**src/rtl/sgmii_pcs_map.svh**
```systemverilog
// register offsets, field positions, identity value and timing counts of the pcs control block
`ifndef SGMII_PCS_MAP_SVH
`define SGMII_PCS_MAP_SVH
`define OFS_ID 8'h00
`define OFS_RESET 8'h04
`define OFS_CTRL 8'h10
`define OFS_STAT 8'h14
`define OFS_LADV 8'h18
`define OFS_LNP 8'h1c
`define OFS_PADV 8'h20
`define OFS_PNP 8'h24
`define OFS_DCLR 8'h40
`define OFS_DSEL 8'h44
`define OFS_DRB 8'h48
`define BIT_FULL_RST 0
`define BIT_PATH_RST 1
`define BIT_AN_EN 0
`define BIT_AN_RESTART 1
`define BIT_QUICK_TMR 2
`define BIT_NP_LOADED 3
`define BIT_LOOPBACK 4
`define BIT_MASTER 5
`define BIT_COMMA 6
`define CLK_HZ 25000000
`define TMR_FIBER_US 10000
`define TMR_SGMII_NS 1600000
`define TMR_QUICK_NS 2000
`define CYC_FIBER ((`TMR_FIBER_US / 1000) * (`CLK_HZ / 1000))
`define CYC_SGMII ((`TMR_SGMII_NS / 40))
`define CYC_QUICK ((`TMR_QUICK_NS / 40))
`define DIAG_CLR_CYCLES 3
`define IDENT_VALUE 32'h0000_1000
`endif

```
**src/rtl/sgmii_pcs_pkg.sv**
```systemverilog
// types for the pcs control block
package sgmii_pcs_pkg;
  typedef enum logic [2:0] {
    AN_OFF = 3'b000,
    AN_RESTART = 3'b001,
    AN_ABILITY = 3'b010,
    AN_ACK = 3'b011,
    AN_NEXT_PAGE = 3'b100,
    AN_IDLE_WAIT = 3'b101,
    AN_LINK_OK = 3'b110
  } an_state_t;
  typedef logic [1:0] htrans_t;
  typedef logic [2:0] hsize_t;
endpackage

```
**src/rtl/sgmii_pcs_control.sv**
```systemverilog
// sgmii pcs control and status registers with negotiation and diagnostics
`timescale 1ns/100ps
`default_nettype none
`include "sgmii_pcs_map.svh"

// Summary of operation
// - full reset pulses, reads back zero
// - path reset holds tx/rx while set
// - comma force sends continuous K28.5
// - master mode uses local ability word
// - loopback routes tx back to rx
// - loaded flag cleared when page received
// - link timer 10ms/1.6ms or 2us quick
// - restart on one then zero write
// - negotiation runs only when enabled
// - page flag set on page, cleared by load
// - status mirrors signal detect and lock
// - done in bit 2, link bit 0
// - fault on half duplex gigabit, or fiber full duplex bit 5 not set in both words
// - local next page sent, fiber only
// - partner ability captured for readback
// - partner next page captured on receipt
// - diagnostic wipe clears all hold bits
// - selector picks diagnostic readback group
// - edge selector sets hold capture mode
// - reserved bits read zero
module sgmii_pcs_control (
  input wire logic ref_clk_i,
  input wire logic rst_i,
  input wire logic hsel_i,
  input wire logic [31:0] haddr_i,
  input wire sgmii_pcs_pkg::htrans_t htrans_i,
  input wire logic hwrite_i,
  input wire sgmii_pcs_pkg::hsize_t hsize_i,
  input wire logic [31:0] hwdata_i,
  input wire logic hready_i,
  output logic [31:0] hrdata_o,
  output logic hreadyout_o,
  output logic hresp_o,
  input wire logic sgmii_mode_i,
  input wire logic fiber_signal_present_i,
  input wire logic lock_i,
  input wire logic rx_config_valid_i,
  input wire logic [15:0] rx_config_word_i,
  input wire logic rx_idle_i,
  output logic pcs_reset_o,
  output logic path_reset_o,
  output logic comma_force_o,
  output logic loopback_o,
  output logic tx_config_en_o,
  output logic [15:0] tx_config_word_o,
  output logic link_full_duplex_o,
  output logic [1:0] link_speed_o
);
  import sgmii_pcs_pkg::*;

  // ---------------------------------------------------------------
  // state
  // ---------------------------------------------------------------
  typedef struct packed {
    logic wr_pend;
    logic rd_pend;
    logic [7:0] addr;
    logic [31:0] rdata;
    logic full_rst;
    logic path_rst;
    logic an_en;
    logic an_restart;
    logic restart_req;
    logic quick_tmr;
    logic np_loaded;
    logic loopback;
    logic master;
    logic comma;
    logic [15:0] ladv;
    logic [15:0] lnp;
    logic [15:0] padv;
    logic [15:0] pnp;
    logic page_rx;
    logic an_done;
    logic an_fault;
    logic link_up;
    an_state_t an_st;
    logic [17:0] tmr;
    logic [1:0] edge_sel;
    logic [2:0] grp_sel;
    logic [1:0] wipe_cnt;
    logic [3:0] hold_prev;
    logic [3:0] hold;
    logic [15:0] cfg_prev;
    logic [15:0] tx_word;
    logic tx_cfg;
    logic duplex;
    logic [1:0] speed;
  } state_t;

  state_t r;
  state_t next_r;

  localparam logic [17:0] CYC_FIBER = 18'(`CYC_FIBER);
  localparam logic [17:0] CYC_SGMII = 18'(`CYC_SGMII);
  localparam logic [17:0] CYC_QUICK = 18'(`CYC_QUICK);

  logic [17:0] tmr_len;
  logic [3:0] hold_now;
  logic [3:0] hold_hit;
  logic [15:0] ab_src;
  logic ab_req;
  logic bus_go;

  always_comb begin
    if (r.quick_tmr) begin
      tmr_len = CYC_QUICK;
    end else if (sgmii_mode_i) begin
      tmr_len = CYC_SGMII;
    end else begin
      tmr_len = CYC_FIBER;
    end
  end

  assign hold_now = {lock_i, fiber_signal_present_i, rx_config_valid_i, rx_idle_i};
  assign bus_go = hsel_i & hready_i & htrans_i[1];

  always_comb begin
    if (r.edge_sel == 2'h1) begin
      hold_hit = hold_now & ~r.hold_prev;
    end else if (r.edge_sel == 2'h2) begin
      hold_hit = ~hold_now & r.hold_prev;
    end else if (r.edge_sel == 2'h3) begin
      hold_hit = hold_now ^ r.hold_prev;
    end else begin
      hold_hit = hold_now;
    end
  end

  // master takes speed and duplex from own word, slave from partner
  assign ab_src = r.master ? r.ladv : r.padv;
  assign ab_req = r.restart_req;

  always_comb begin
    next_r = r;
    next_r.full_rst = 1'b0;
    // ---------------------------------------------------------------
    // ahb-lite slave: address phase latched, data phase completes
    // ---------------------------------------------------------------
    next_r.wr_pend = bus_go & hwrite_i;
    next_r.rd_pend = bus_go & ~hwrite_i;
    if (bus_go) begin
      next_r.addr = haddr_i[7:0];
    end
    if (r.wr_pend) begin
      if (r.addr == `OFS_RESET) begin
        next_r.full_rst = hwdata_i[`BIT_FULL_RST];
        next_r.path_rst = hwdata_i[`BIT_PATH_RST];
      end else if (r.addr == `OFS_CTRL) begin
        next_r.an_en = hwdata_i[`BIT_AN_EN];
        next_r.an_restart = hwdata_i[`BIT_AN_RESTART];
        if (r.an_restart & ~hwdata_i[`BIT_AN_RESTART]) begin
          next_r.restart_req = 1'b1;
        end
        next_r.quick_tmr = hwdata_i[`BIT_QUICK_TMR];
        if (hwdata_i[`BIT_NP_LOADED] & ~sgmii_mode_i) begin
          next_r.np_loaded = 1'b1;
          next_r.page_rx = 1'b0;
        end
        next_r.loopback = hwdata_i[`BIT_LOOPBACK];
        next_r.master = hwdata_i[`BIT_MASTER];
        next_r.comma = hwdata_i[`BIT_COMMA];
      end else if (r.addr == `OFS_LADV) begin
        next_r.ladv = hwdata_i[15:0];
      end else if (r.addr == `OFS_LNP) begin
        next_r.lnp = hwdata_i[15:0];
      end else if (r.addr == `OFS_DCLR) begin
        if (hwdata_i[0]) begin
          next_r.wipe_cnt = 2'(`DIAG_CLR_CYCLES);
        end
      end else if (r.addr == `OFS_DSEL) begin
        next_r.grp_sel = hwdata_i[6:4];
        next_r.edge_sel = hwdata_i[1:0];
      end
    end
    // ---------------------------------------------------------------
    // diagnostic hold capture
    // ---------------------------------------------------------------
    next_r.hold_prev = hold_now;
    if (r.wipe_cnt != 2'h0) begin
      next_r.wipe_cnt = r.wipe_cnt - 2'h1;
      next_r.hold = 4'h0;
    end else if (r.edge_sel == 2'h0) begin
      next_r.hold = hold_hit;
    end else begin
      next_r.hold = r.hold | hold_hit;
    end
    // ---------------------------------------------------------------
    // negotiation machine
    // ---------------------------------------------------------------
    next_r.cfg_prev = rx_config_word_i;
    if (r.tmr != 18'h0) begin
      next_r.tmr = r.tmr - 18'h1;
    end
    if (!r.an_en || r.path_rst) begin
      next_r.an_st = AN_OFF;
      next_r.an_done = 1'b0;
      next_r.link_up = 1'b0;
      next_r.tx_cfg = 1'b0;
    end else if (ab_req) begin
      next_r.restart_req = 1'b0;
      next_r.an_st = AN_RESTART;
      next_r.tmr = tmr_len;
      next_r.an_done = 1'b0;
      next_r.link_up = 1'b0;
    end else begin
      case (r.an_st)
        AN_OFF: begin
          next_r.an_st = AN_RESTART;
          next_r.tmr = tmr_len;
        end
        AN_RESTART: begin
          next_r.tx_cfg = 1'b1;
          next_r.tx_word = 16'h0;
          if (r.tmr == 18'h0) begin
            next_r.an_st = AN_ABILITY;
            next_r.tx_word = r.ladv;
          end
        end
        AN_ABILITY: begin
          if (rx_config_valid_i && rx_config_word_i != 16'h0) begin
            next_r.padv = rx_config_word_i;
            next_r.tx_word = r.ladv | 16'h4000;
            next_r.an_st = AN_ACK;
            next_r.tmr = tmr_len;
          end
        end
        AN_ACK: begin
          if (r.tmr == 18'h0) begin
            if (!sgmii_mode_i && r.padv[15]) begin
              next_r.an_st = AN_NEXT_PAGE;
              next_r.tx_word = r.lnp;
            end else begin
              next_r.an_st = AN_IDLE_WAIT;
              next_r.tmr = tmr_len;
            end
          end
        end
        AN_NEXT_PAGE: begin
          if (rx_config_valid_i && rx_config_word_i != r.padv && r.np_loaded) begin
            next_r.pnp = rx_config_word_i;
            next_r.np_loaded = 1'b0;
            next_r.page_rx = 1'b1;
            next_r.an_st = AN_IDLE_WAIT;
            next_r.tmr = tmr_len;
          end
        end
        AN_IDLE_WAIT: begin
          next_r.tx_cfg = 1'b0;
          if (r.tmr == 18'h0 && rx_idle_i) begin
            next_r.an_st = AN_LINK_OK;
            next_r.an_done = 1'b1;
            next_r.link_up = sgmii_mode_i ? ab_src[15] | r.master : 1'b1;
            next_r.duplex = ab_src[12];
            next_r.speed = ab_src[11:10];
            if (sgmii_mode_i) begin
              next_r.an_fault = ~ab_src[12] & (ab_src[11:10] == 2'b10);
            end else begin
              next_r.an_fault = ~(r.ladv[5] & r.padv[5]);
            end
          end
        end
        AN_LINK_OK: begin
          // follow the master bit and the local word while the link stands
          next_r.duplex = ab_src[12];
          next_r.speed = ab_src[11:10];
          if (rx_config_valid_i && rx_config_word_i != r.padv) begin
            next_r.an_st = AN_RESTART;
            next_r.tmr = tmr_len;
            next_r.an_done = 1'b0;
            next_r.link_up = 1'b0;
          end
        end
        default: begin
          next_r.an_st = AN_OFF;
        end
      endcase
    end
    // ---------------------------------------------------------------
    // read data, reserved bits zero
    // ---------------------------------------------------------------
    next_r.rdata = 32'h0;
    if (bus_go & ~hwrite_i) begin
      if (haddr_i[7:0] == `OFS_ID) begin
        next_r.rdata = `IDENT_VALUE;
      end else if (haddr_i[7:0] == `OFS_RESET) begin
        next_r.rdata = {30'h0, r.path_rst, 1'b0};
      end else if (haddr_i[7:0] == `OFS_CTRL) begin
        next_r.rdata = {25'h0, r.comma, r.master, r.loopback, r.np_loaded,
                        r.quick_tmr, r.an_restart, r.an_en};
      end else if (haddr_i[7:0] == `OFS_STAT) begin
        next_r.rdata = {26'h0, fiber_signal_present_i, lock_i, r.page_rx,
                        r.an_done, r.an_fault, r.link_up};
      end else if (haddr_i[7:0] == `OFS_LADV) begin
        next_r.rdata = {16'h0, r.ladv};
      end else if (haddr_i[7:0] == `OFS_LNP) begin
        next_r.rdata = {16'h0, r.lnp};
      end else if (haddr_i[7:0] == `OFS_PADV) begin
        next_r.rdata = {16'h0, r.padv};
      end else if (haddr_i[7:0] == `OFS_PNP) begin
        next_r.rdata = {16'h0, r.pnp};
      end else if (haddr_i[7:0] == `OFS_DSEL) begin
        next_r.rdata = {25'h0, r.grp_sel, 2'h0, r.edge_sel};
      end else if (haddr_i[7:0] == `OFS_DRB) begin
        if (r.grp_sel == 3'h1) begin
          next_r.rdata = {28'h0, r.hold};
        end else if (r.grp_sel == 3'h3) begin
          next_r.rdata = {29'h0, r.an_st};
        end else if (r.grp_sel == 3'h5) begin
          next_r.rdata = {16'h0, r.tx_word};
        end else if (r.grp_sel == 3'h6) begin
          next_r.rdata = {24'h0, r.cfg_prev[7:0]};
        end else if (r.grp_sel == 3'h7) begin
          next_r.rdata = {24'h0, r.cfg_prev[15:8]};
        end else if (r.grp_sel == 3'h2) begin
          next_r.rdata = {31'h0, lock_i};
        end else if (r.grp_sel == 3'h4) begin
          next_r.rdata = {31'h0, r.tx_cfg};
        end
      end
    end
  end

  always_ff @(posedge ref_clk_i or posedge rst_i) begin
    if (rst_i) begin
      r <= '0;
    end else if (r.full_rst) begin
      // full reset clears all pcs state but keeps the bus answer clean
      r <= '0;
    end else begin
      r <= next_r;
    end
  end

  // ---------------------------------------------------------------
  // outputs
  // ---------------------------------------------------------------
  always_ff @(posedge ref_clk_i or posedge rst_i) begin
    if (rst_i) begin
      hrdata_o <= 32'h0;
      hreadyout_o <= 1'b1;
      hresp_o <= 1'b0;
      pcs_reset_o <= 1'b0;
      path_reset_o <= 1'b0;
      comma_force_o <= 1'b0;
      loopback_o <= 1'b0;
      tx_config_en_o <= 1'b0;
      tx_config_word_o <= 16'h0;
      link_full_duplex_o <= 1'b0;
      link_speed_o <= 2'h0;
    end else begin
      hrdata_o <= next_r.rdata;
      hreadyout_o <= 1'b1;
      hresp_o <= 1'b0;
      pcs_reset_o <= r.full_rst;
      path_reset_o <= r.path_rst | r.full_rst;
      comma_force_o <= r.comma;
      loopback_o <= r.loopback;
      tx_config_en_o <= r.tx_cfg & ~r.path_rst;
      tx_config_word_o <= r.tx_word;
      link_full_duplex_o <= r.duplex;
      link_speed_o <= r.speed;
    end
  end
endmodule // sgmii_pcs_control
`default_nettype wire

```
**config.mk**
```make
export PLATFORM = sky130hd
export DESIGN_NAME = sgmii_pcs_control
export DESIGN_NICKNAME = d
export VERILOG_FILES = /design/src/rtl/sgmii_pcs_pkg.sv /design/src/rtl/sgmii_pcs_control.sv
export VERILOG_INCLUDE_DIRS = /design/src /design/src/rtl
export SDC_FILE = /design/constraint.sdc
export NUM_CORES = 1
export LEC_CHECK = 0
export BUFFER_PORTS_ARGS = -buffer_cell sky130_fd_sc_hd__clkbuf_2
export CORE_MARGIN = 3
export CORE_UTILIZATION = 25
export CTS_BUF_LIST = sky130_fd_sc_hd__clkbuf_8
export CTS_CLUSTER_DIAMETER = 40
export DETAILED_ROUTE_END_ITERATION = 12
export PLACE_DENSITY = 0.52
export SYNTH_ARGS = -nofsm -noshare
export SYNTH_HDL_FRONTEND = slang
export SYNTH_SLANG_ARGS = --single-unit
export TNS_END_PERCENT = 50
```
**constraint.sdc**
```tcl
create_clock -name ref_clk_i -period 13.5 [get_ports ref_clk_i]
set_clock_uncertainty 0.15 [all_clocks]
set_input_delay 2.7 -clock ref_clk_i [delete_from_list [all_inputs] [get_ports ref_clk_i]]
set_output_delay 2.7 -clock ref_clk_i [all_outputs]
set_load 0.005 [all_outputs]
```
# --- Word level (Yosys, flattened, before mapping) ---
# Index checks and enable logic that the tools add are counted.
classes:
  addsub: 2
  n_mul: 0
  div_mod_pow: 0
  n_lt_le_gt_ge: 0
  eq_ne: 55
  shifts: 0
  n_mux: 100
  n_bitwise: 23
  n_reduce_logical: 49
op_table:
  columns: ["cell", "n"]
  rows:
  - ["$mux W16", 25]
  - ["$mux W192", 1]
  - ["$mux W18", 5]
  - ["$pmux W18 S5", 1]
  - ["$mux W33", 2]
  - ["$mux W21", 3]
  - ["$eq A8 B5 Y1 const B", 7]
  - ["$pmux W16 S3", 1]
  - ["$mux W22", 2]
  - ["$mux W42", 1]
  - ["$mux W40", 1]
  - ["$mux W7", 5]
  - ["$mux W17", 2]
  - ["$eq A8 B7 Y1 const B", 4]
  - ["$mux W32", 1]
  - ["$mux W8", 4]
  - ["$ne A5 B5 Y1 const B", 6]
  - ["$reduce_bool A2 Y1", 14]
  - ["$mux W1", 24]
  - ["$mux W4", 6]
  - ["$eq A3 B3 Y1 const B", 7]
  - ["$pmux W3 S7", 1]
  - ["$mux W20", 1]
  - ["$reduce_and A4 Y1", 5]
  - ["other kinds (44)", 100]
totals:
  ff_bits: 215
  latch_bits: 0
  ramBits: 0
  romBits: 0
  in_bits: 95
  output_inout_bits: 58
  elab_cells: 270
  n_memories: 0

# --- Logic depth before layout (Yosys ltp) ---
logic_depth:
  ltp_word: 20
  ltp_mapped: 9

# --- Worst setup path before layout ---
# Ideal clock, no wire load.
synth_timing:
  path_kind: "input to register"
  startpoint: "input rx_config_word_i[3]"
  endpoint: "register r[100] (netlist bit)"
  t_arrival_ns: 4.376
  required_time_ns: 13.225
  setup_slack_ns: 8.850
  cell_stages: 6
  path_buffers: 1
  path_cell_list: "nor4_1 > a41o_1 > nor3_1 > a21oi_1 > buf_2 > mux2_2"
synth_between:
  elab_chain_len: 4
synth_rtl:
  columns: ["item", "line", "text"]
  rows:
  - ["from (decl)", "sgmii_pcs_control.sv:44", "input wire logic [15:0] rx_config_word_i,"]
  - ["$reduce_bool A16 Y1", "sgmii_pcs_control.sv:227", "if (rx_config_valid_i && rx_config_word_i != 16'h0) begin"]
  - ["$logic_and A1 B1 Y1", "sgmii_pcs_control.sv:227", null]
  - ["$reduce_bool A2 Y1 (no line)", null, null]
  - ["$reduce_and A4 Y1 (no line)", null, null]
  - ["to (signal assigned)", "sgmii_pcs_control.sv:337", "r <= next_r;"]
  - ["to (decl)", "sgmii_pcs_control.sv:97", "state_t r;"]
# Every way passes these cells.
# A chain may end at the register's enable or synchronous reset.

==> impl_metrics.py <==
metrics = {
    "synthesis": {
        "avgSynthCellArea_um2": 9.54,
        "ys_seq_elements": 199,
        "synth-edff-count": 0,
        "synth_ff_type": "dfrtp_1",
        "ys.warnings.count": 0,
        "synthArstFlopShare_pct": 100,
        "syn_inst": 1077,
        "synth_seq_area_share_pct": 48.5,
        "syn_area_um2": 10300,
        "ys_types": 73,
    },
    "route": {
        "viasPerCell": 5.07,
        "drt_iter0_markers": 732,
        "drc_errors": 0,
        "drt_first_pass_iters": 5,
        "wl_per_cell_um": 20.4,
        "ant_nets": 0,
        "routed-via-count": 8467,
        "routed_wl_um": 34000,
    },
    "power_and_ir_drop": {
        "p_clk_share_pct": 29.8,
        "ir_drop_mv": 0.0790,
        "share_seq_of_total_power_pct": 50.8,
        "combPwrFrac_pct": 19.4,
        "netSwitchingPower_mw": 0.525,
        "swShare_pct": 35.2,
        "leakagePower_nw": 5.12,
        "power.density_nw_per_um2": 129,
        "p_total_mw": 1.49,
        "p_int_mw": 0.968,
    },
    "worst_hold_path": {
        "whs_path_depth": 0,
        "min-delay-start": "r[2]",
        "holdPathEnd": "link_full_duplex_o",
        "hold_class": "reg2reg",
    },
    "layout": {
        "layout_commonest_cell": "dfrtp_1",
        "drive_gt1_share_pct": 17.1,
        "final_cell_mix": "dfrtp_1 (198), nand2_1 (104), nor2_1 (102)",
        "final_nets": 1238,
        "final_core_util_pct": 28.9,
        "syn_to_final_growth_pct": 13.1,
        "fillCellCount": 4290,
        "final_area_um2": 11600,
    },
    "critical_path": {
        "critical_path_buf_inv_count": 1,
        "cp_slowest_cell": "nor4b_1",
        "path_cells": "clkbuf_2 > nor4b_1 > nand4_1 > nor3b_2 > a222oi_1 > a211oi_1",
        "end_kind": "flop",
        "worstPathRequired_ns": 13.73,
        "critPathMaxFanout": 8,
        "path_class": "in2reg",
        "worstPathArrival_ns": 5.53,
        "critPathLaunchType": "primary input",
        "critPathMaxStageDelay_ns": 0.79,
        "worstRegToRegCells": 8,
        "r2r_end": "r[84]",
        "r2r-start": "r[103]",
        "r2r_setup_slack_ns": 10.21,
        "crit_family": "simple AND/OR/NAND/NOR gates",
    },
    "die": {
        "num_rows": 73,
        "coreArea_um2": 40200,
        "die_area_um2": 43600,
        "dieWidth_um": 209,
        "fp.dieH_um": 209,
        "ioPinCount": 153,
        "start_util_pct": 25.6,
    },
    "place": {
        "gp_congestion": 0.883,
        "dp_hpwl_um": 24300,
        "postPlaceCellArea_um2": 11100,
        "io_buffers": 90,
    },
    "global_routing": {
        "grt_usage_pct": 15.5,
        "antenna_found_initial": 0,
        "grt_pass1_wl_um": 52400,
        "grt_pass1_vias": 8332,
        "grt_overflow": 0,
        "grt_max_degree": 128,
    },
    "sta": {
        "drv_slew": 0,
        "setup_tns_ns": 0,
        "slew_headroom_pct": 22.2,
        "fin_crit_sh_pct": 39.3,
        "max_freq_ghz": 0.189,
        "period_minus_slack_ns": 5.30,
        "worst_pin_slew_ns": 1.17,
        "rsz0062_at_grt": "false",
        "hold_viol_final": 0,
        "finalSetupViolations": 0,
    },
    "clocking": {
        "clkSinkCount": 199,
        "root_buffer": "clkbuf_8",
        "ctsResizeCount": 0,
        "cts_buffer_depth": 2,
        "numCtsBuffers": 17,
        "postCtsSetupRepairBufs": 0,
        "cts_tree": "yes",
        "clk_pin_slew_ns": 0.14,
        "clk_latency_ns": 0.52,
        "h-tree-depth": 4,
        "hold_buffers": 0,
    },
    "outcome": {
        "status": "completed",
    },
    "run": {
        "maxCapViolCount": 0,
    },
}
==> cell type report <==
type	instances	area (µm²)	area share, %
repair buffers	100	526	4.52
well taps	525	657	5.65
multi-input cells	787	4870	41.9
inverters	27	109	0.937
clock inverters	15	233	2.00
flip-flops and latches	199	4980	42.9
diodes	1	2.50	0.0215
clock buffers	17	234	2.01
==> cell families after synthesis <==
logic type / Yosys count / share of synthesized area (%)
AND/OR/NAND/NOR: 412 / 20.0
AO/OA/AOI/OAI: 242 / 14.9
flip-flops: 199 / 48.5
buffers and inverters: 107 / 4.81
multiplexers: 75 / 7.92
XOR/XNOR: 29 / 2.47
adder cells (fa/ha/maj): 11 / 1.34
other: 2 / 0.0731
==> state kept, by name (all words and copies together), names as in the netlist <==
signal	cells
ab_req	1
comma_force_o	1
hrdata_o	16
link_full_duplex_o	1
link_speed_o	2
loopback_o	1
path_reset_o	1
pcs_reset_o	1
r	158
tx_config_en_o	1
tx_config_word_o	16
==> worst max path at each step <==
| stage | from | cells past startpoint | to |
|---|---|---|---|
| 2_1_floorplan | rst_i | 1 | ab_req |
| 3_3_place_gp | haddr_i[5] | 6 | hrdata_o[14] |
| 3_5_place_dp | haddr_i[5] | 6 | hrdata_o[14] |
| 4_1_cts | haddr_i[5] | 6 | hrdata_o[14] |
| 5_1_grt | haddr_i[5] | 8 | hrdata_o[12] |
| 6_report | haddr_i[5] | 6 | hrdata_o[14] |
==> routing by layer <==
metal / part of all wire (%) / GRT usage [%] / up-vias
li1: - / - / 3912
met1: 44 / 21.0 / 4269
met2: 49 / 25.7 / 252
met3: 5.2 / 3.11 / 34
met4: 1.5 / 3.79 / 0
met5: 0 / 0 / -
==> Yosys cell counts (5+ instances only) <==
library cell,number,share of area (%)
dfrtp_1,199,48
nand2_1,104,3.8
nor2_1,102,3.7
a21oi_1,86,4.2
nand3_1,60,2.9
clkbuf_1,46,1.7
mux2_2,40,4.4
o21ai_0,35,1.7
mux2i_1,34,3.3
nand2b_1,28,1.7
inv_1,27,0.99
nor2b_1,26,1.6
xnor2_1,26,2.2
buf_4,22,1.6
o21ai_1,21,1.0
nor4_1,20,1.2
nor3_1,16,0.78
a211oi_1,11,0.80
ha_1,11,1.3
a222oi_1,9,0.88
a31oi_1,9,0.55
a22oi_1,8,0.58
and2_1,8,0.49
buf_2,8,0.39
o31ai_1,8,0.58
nand4_1,7,0.43
o22ai_1,7,0.43
nor3b_1,6,0.44
nor4b_1,5,0.43
o211ai_1,5,0.37
or3_1,5,0.30
==> power by group through the flow <==
stage,Clock (mW),Combinational [mW],Sequential [mW]
2_1_floorplan,0,0.219,0.731
3_3_place_gp,0,0.286,0.768
3_5_place_dp,0,0.291,0.769
4_1_cts,0.458,0.292,0.758
5_1_grt,0.485,0.327,0.770
6_report,0.445,0.289,0.759
==> per-stage QoR <==
step	std cells	setup WS [ns]	hold WS [ns]
after floorplan	1093	5.22	0.202
after global placement	1638	7.82	0.217
after detailed placement	1638	7.78	0.223
after CTS	1670	8.33	0.245
after global routing	1670	8.24	0.257
final	1671	8.20	0.240
==> worst reg2reg max path, cell delays in order, from the launching register on <==
cell      delay, ns
dfrtp_1        0.50
xnor2_1        0.19
nand4_1        0.20
o41ai_2        0.41
buf_4          0.25
nand2b_1       0.16
or4_1          0.90
mux2i_1        0.31
nor2_1         0.06
Power figures use the tool's default switching activity.
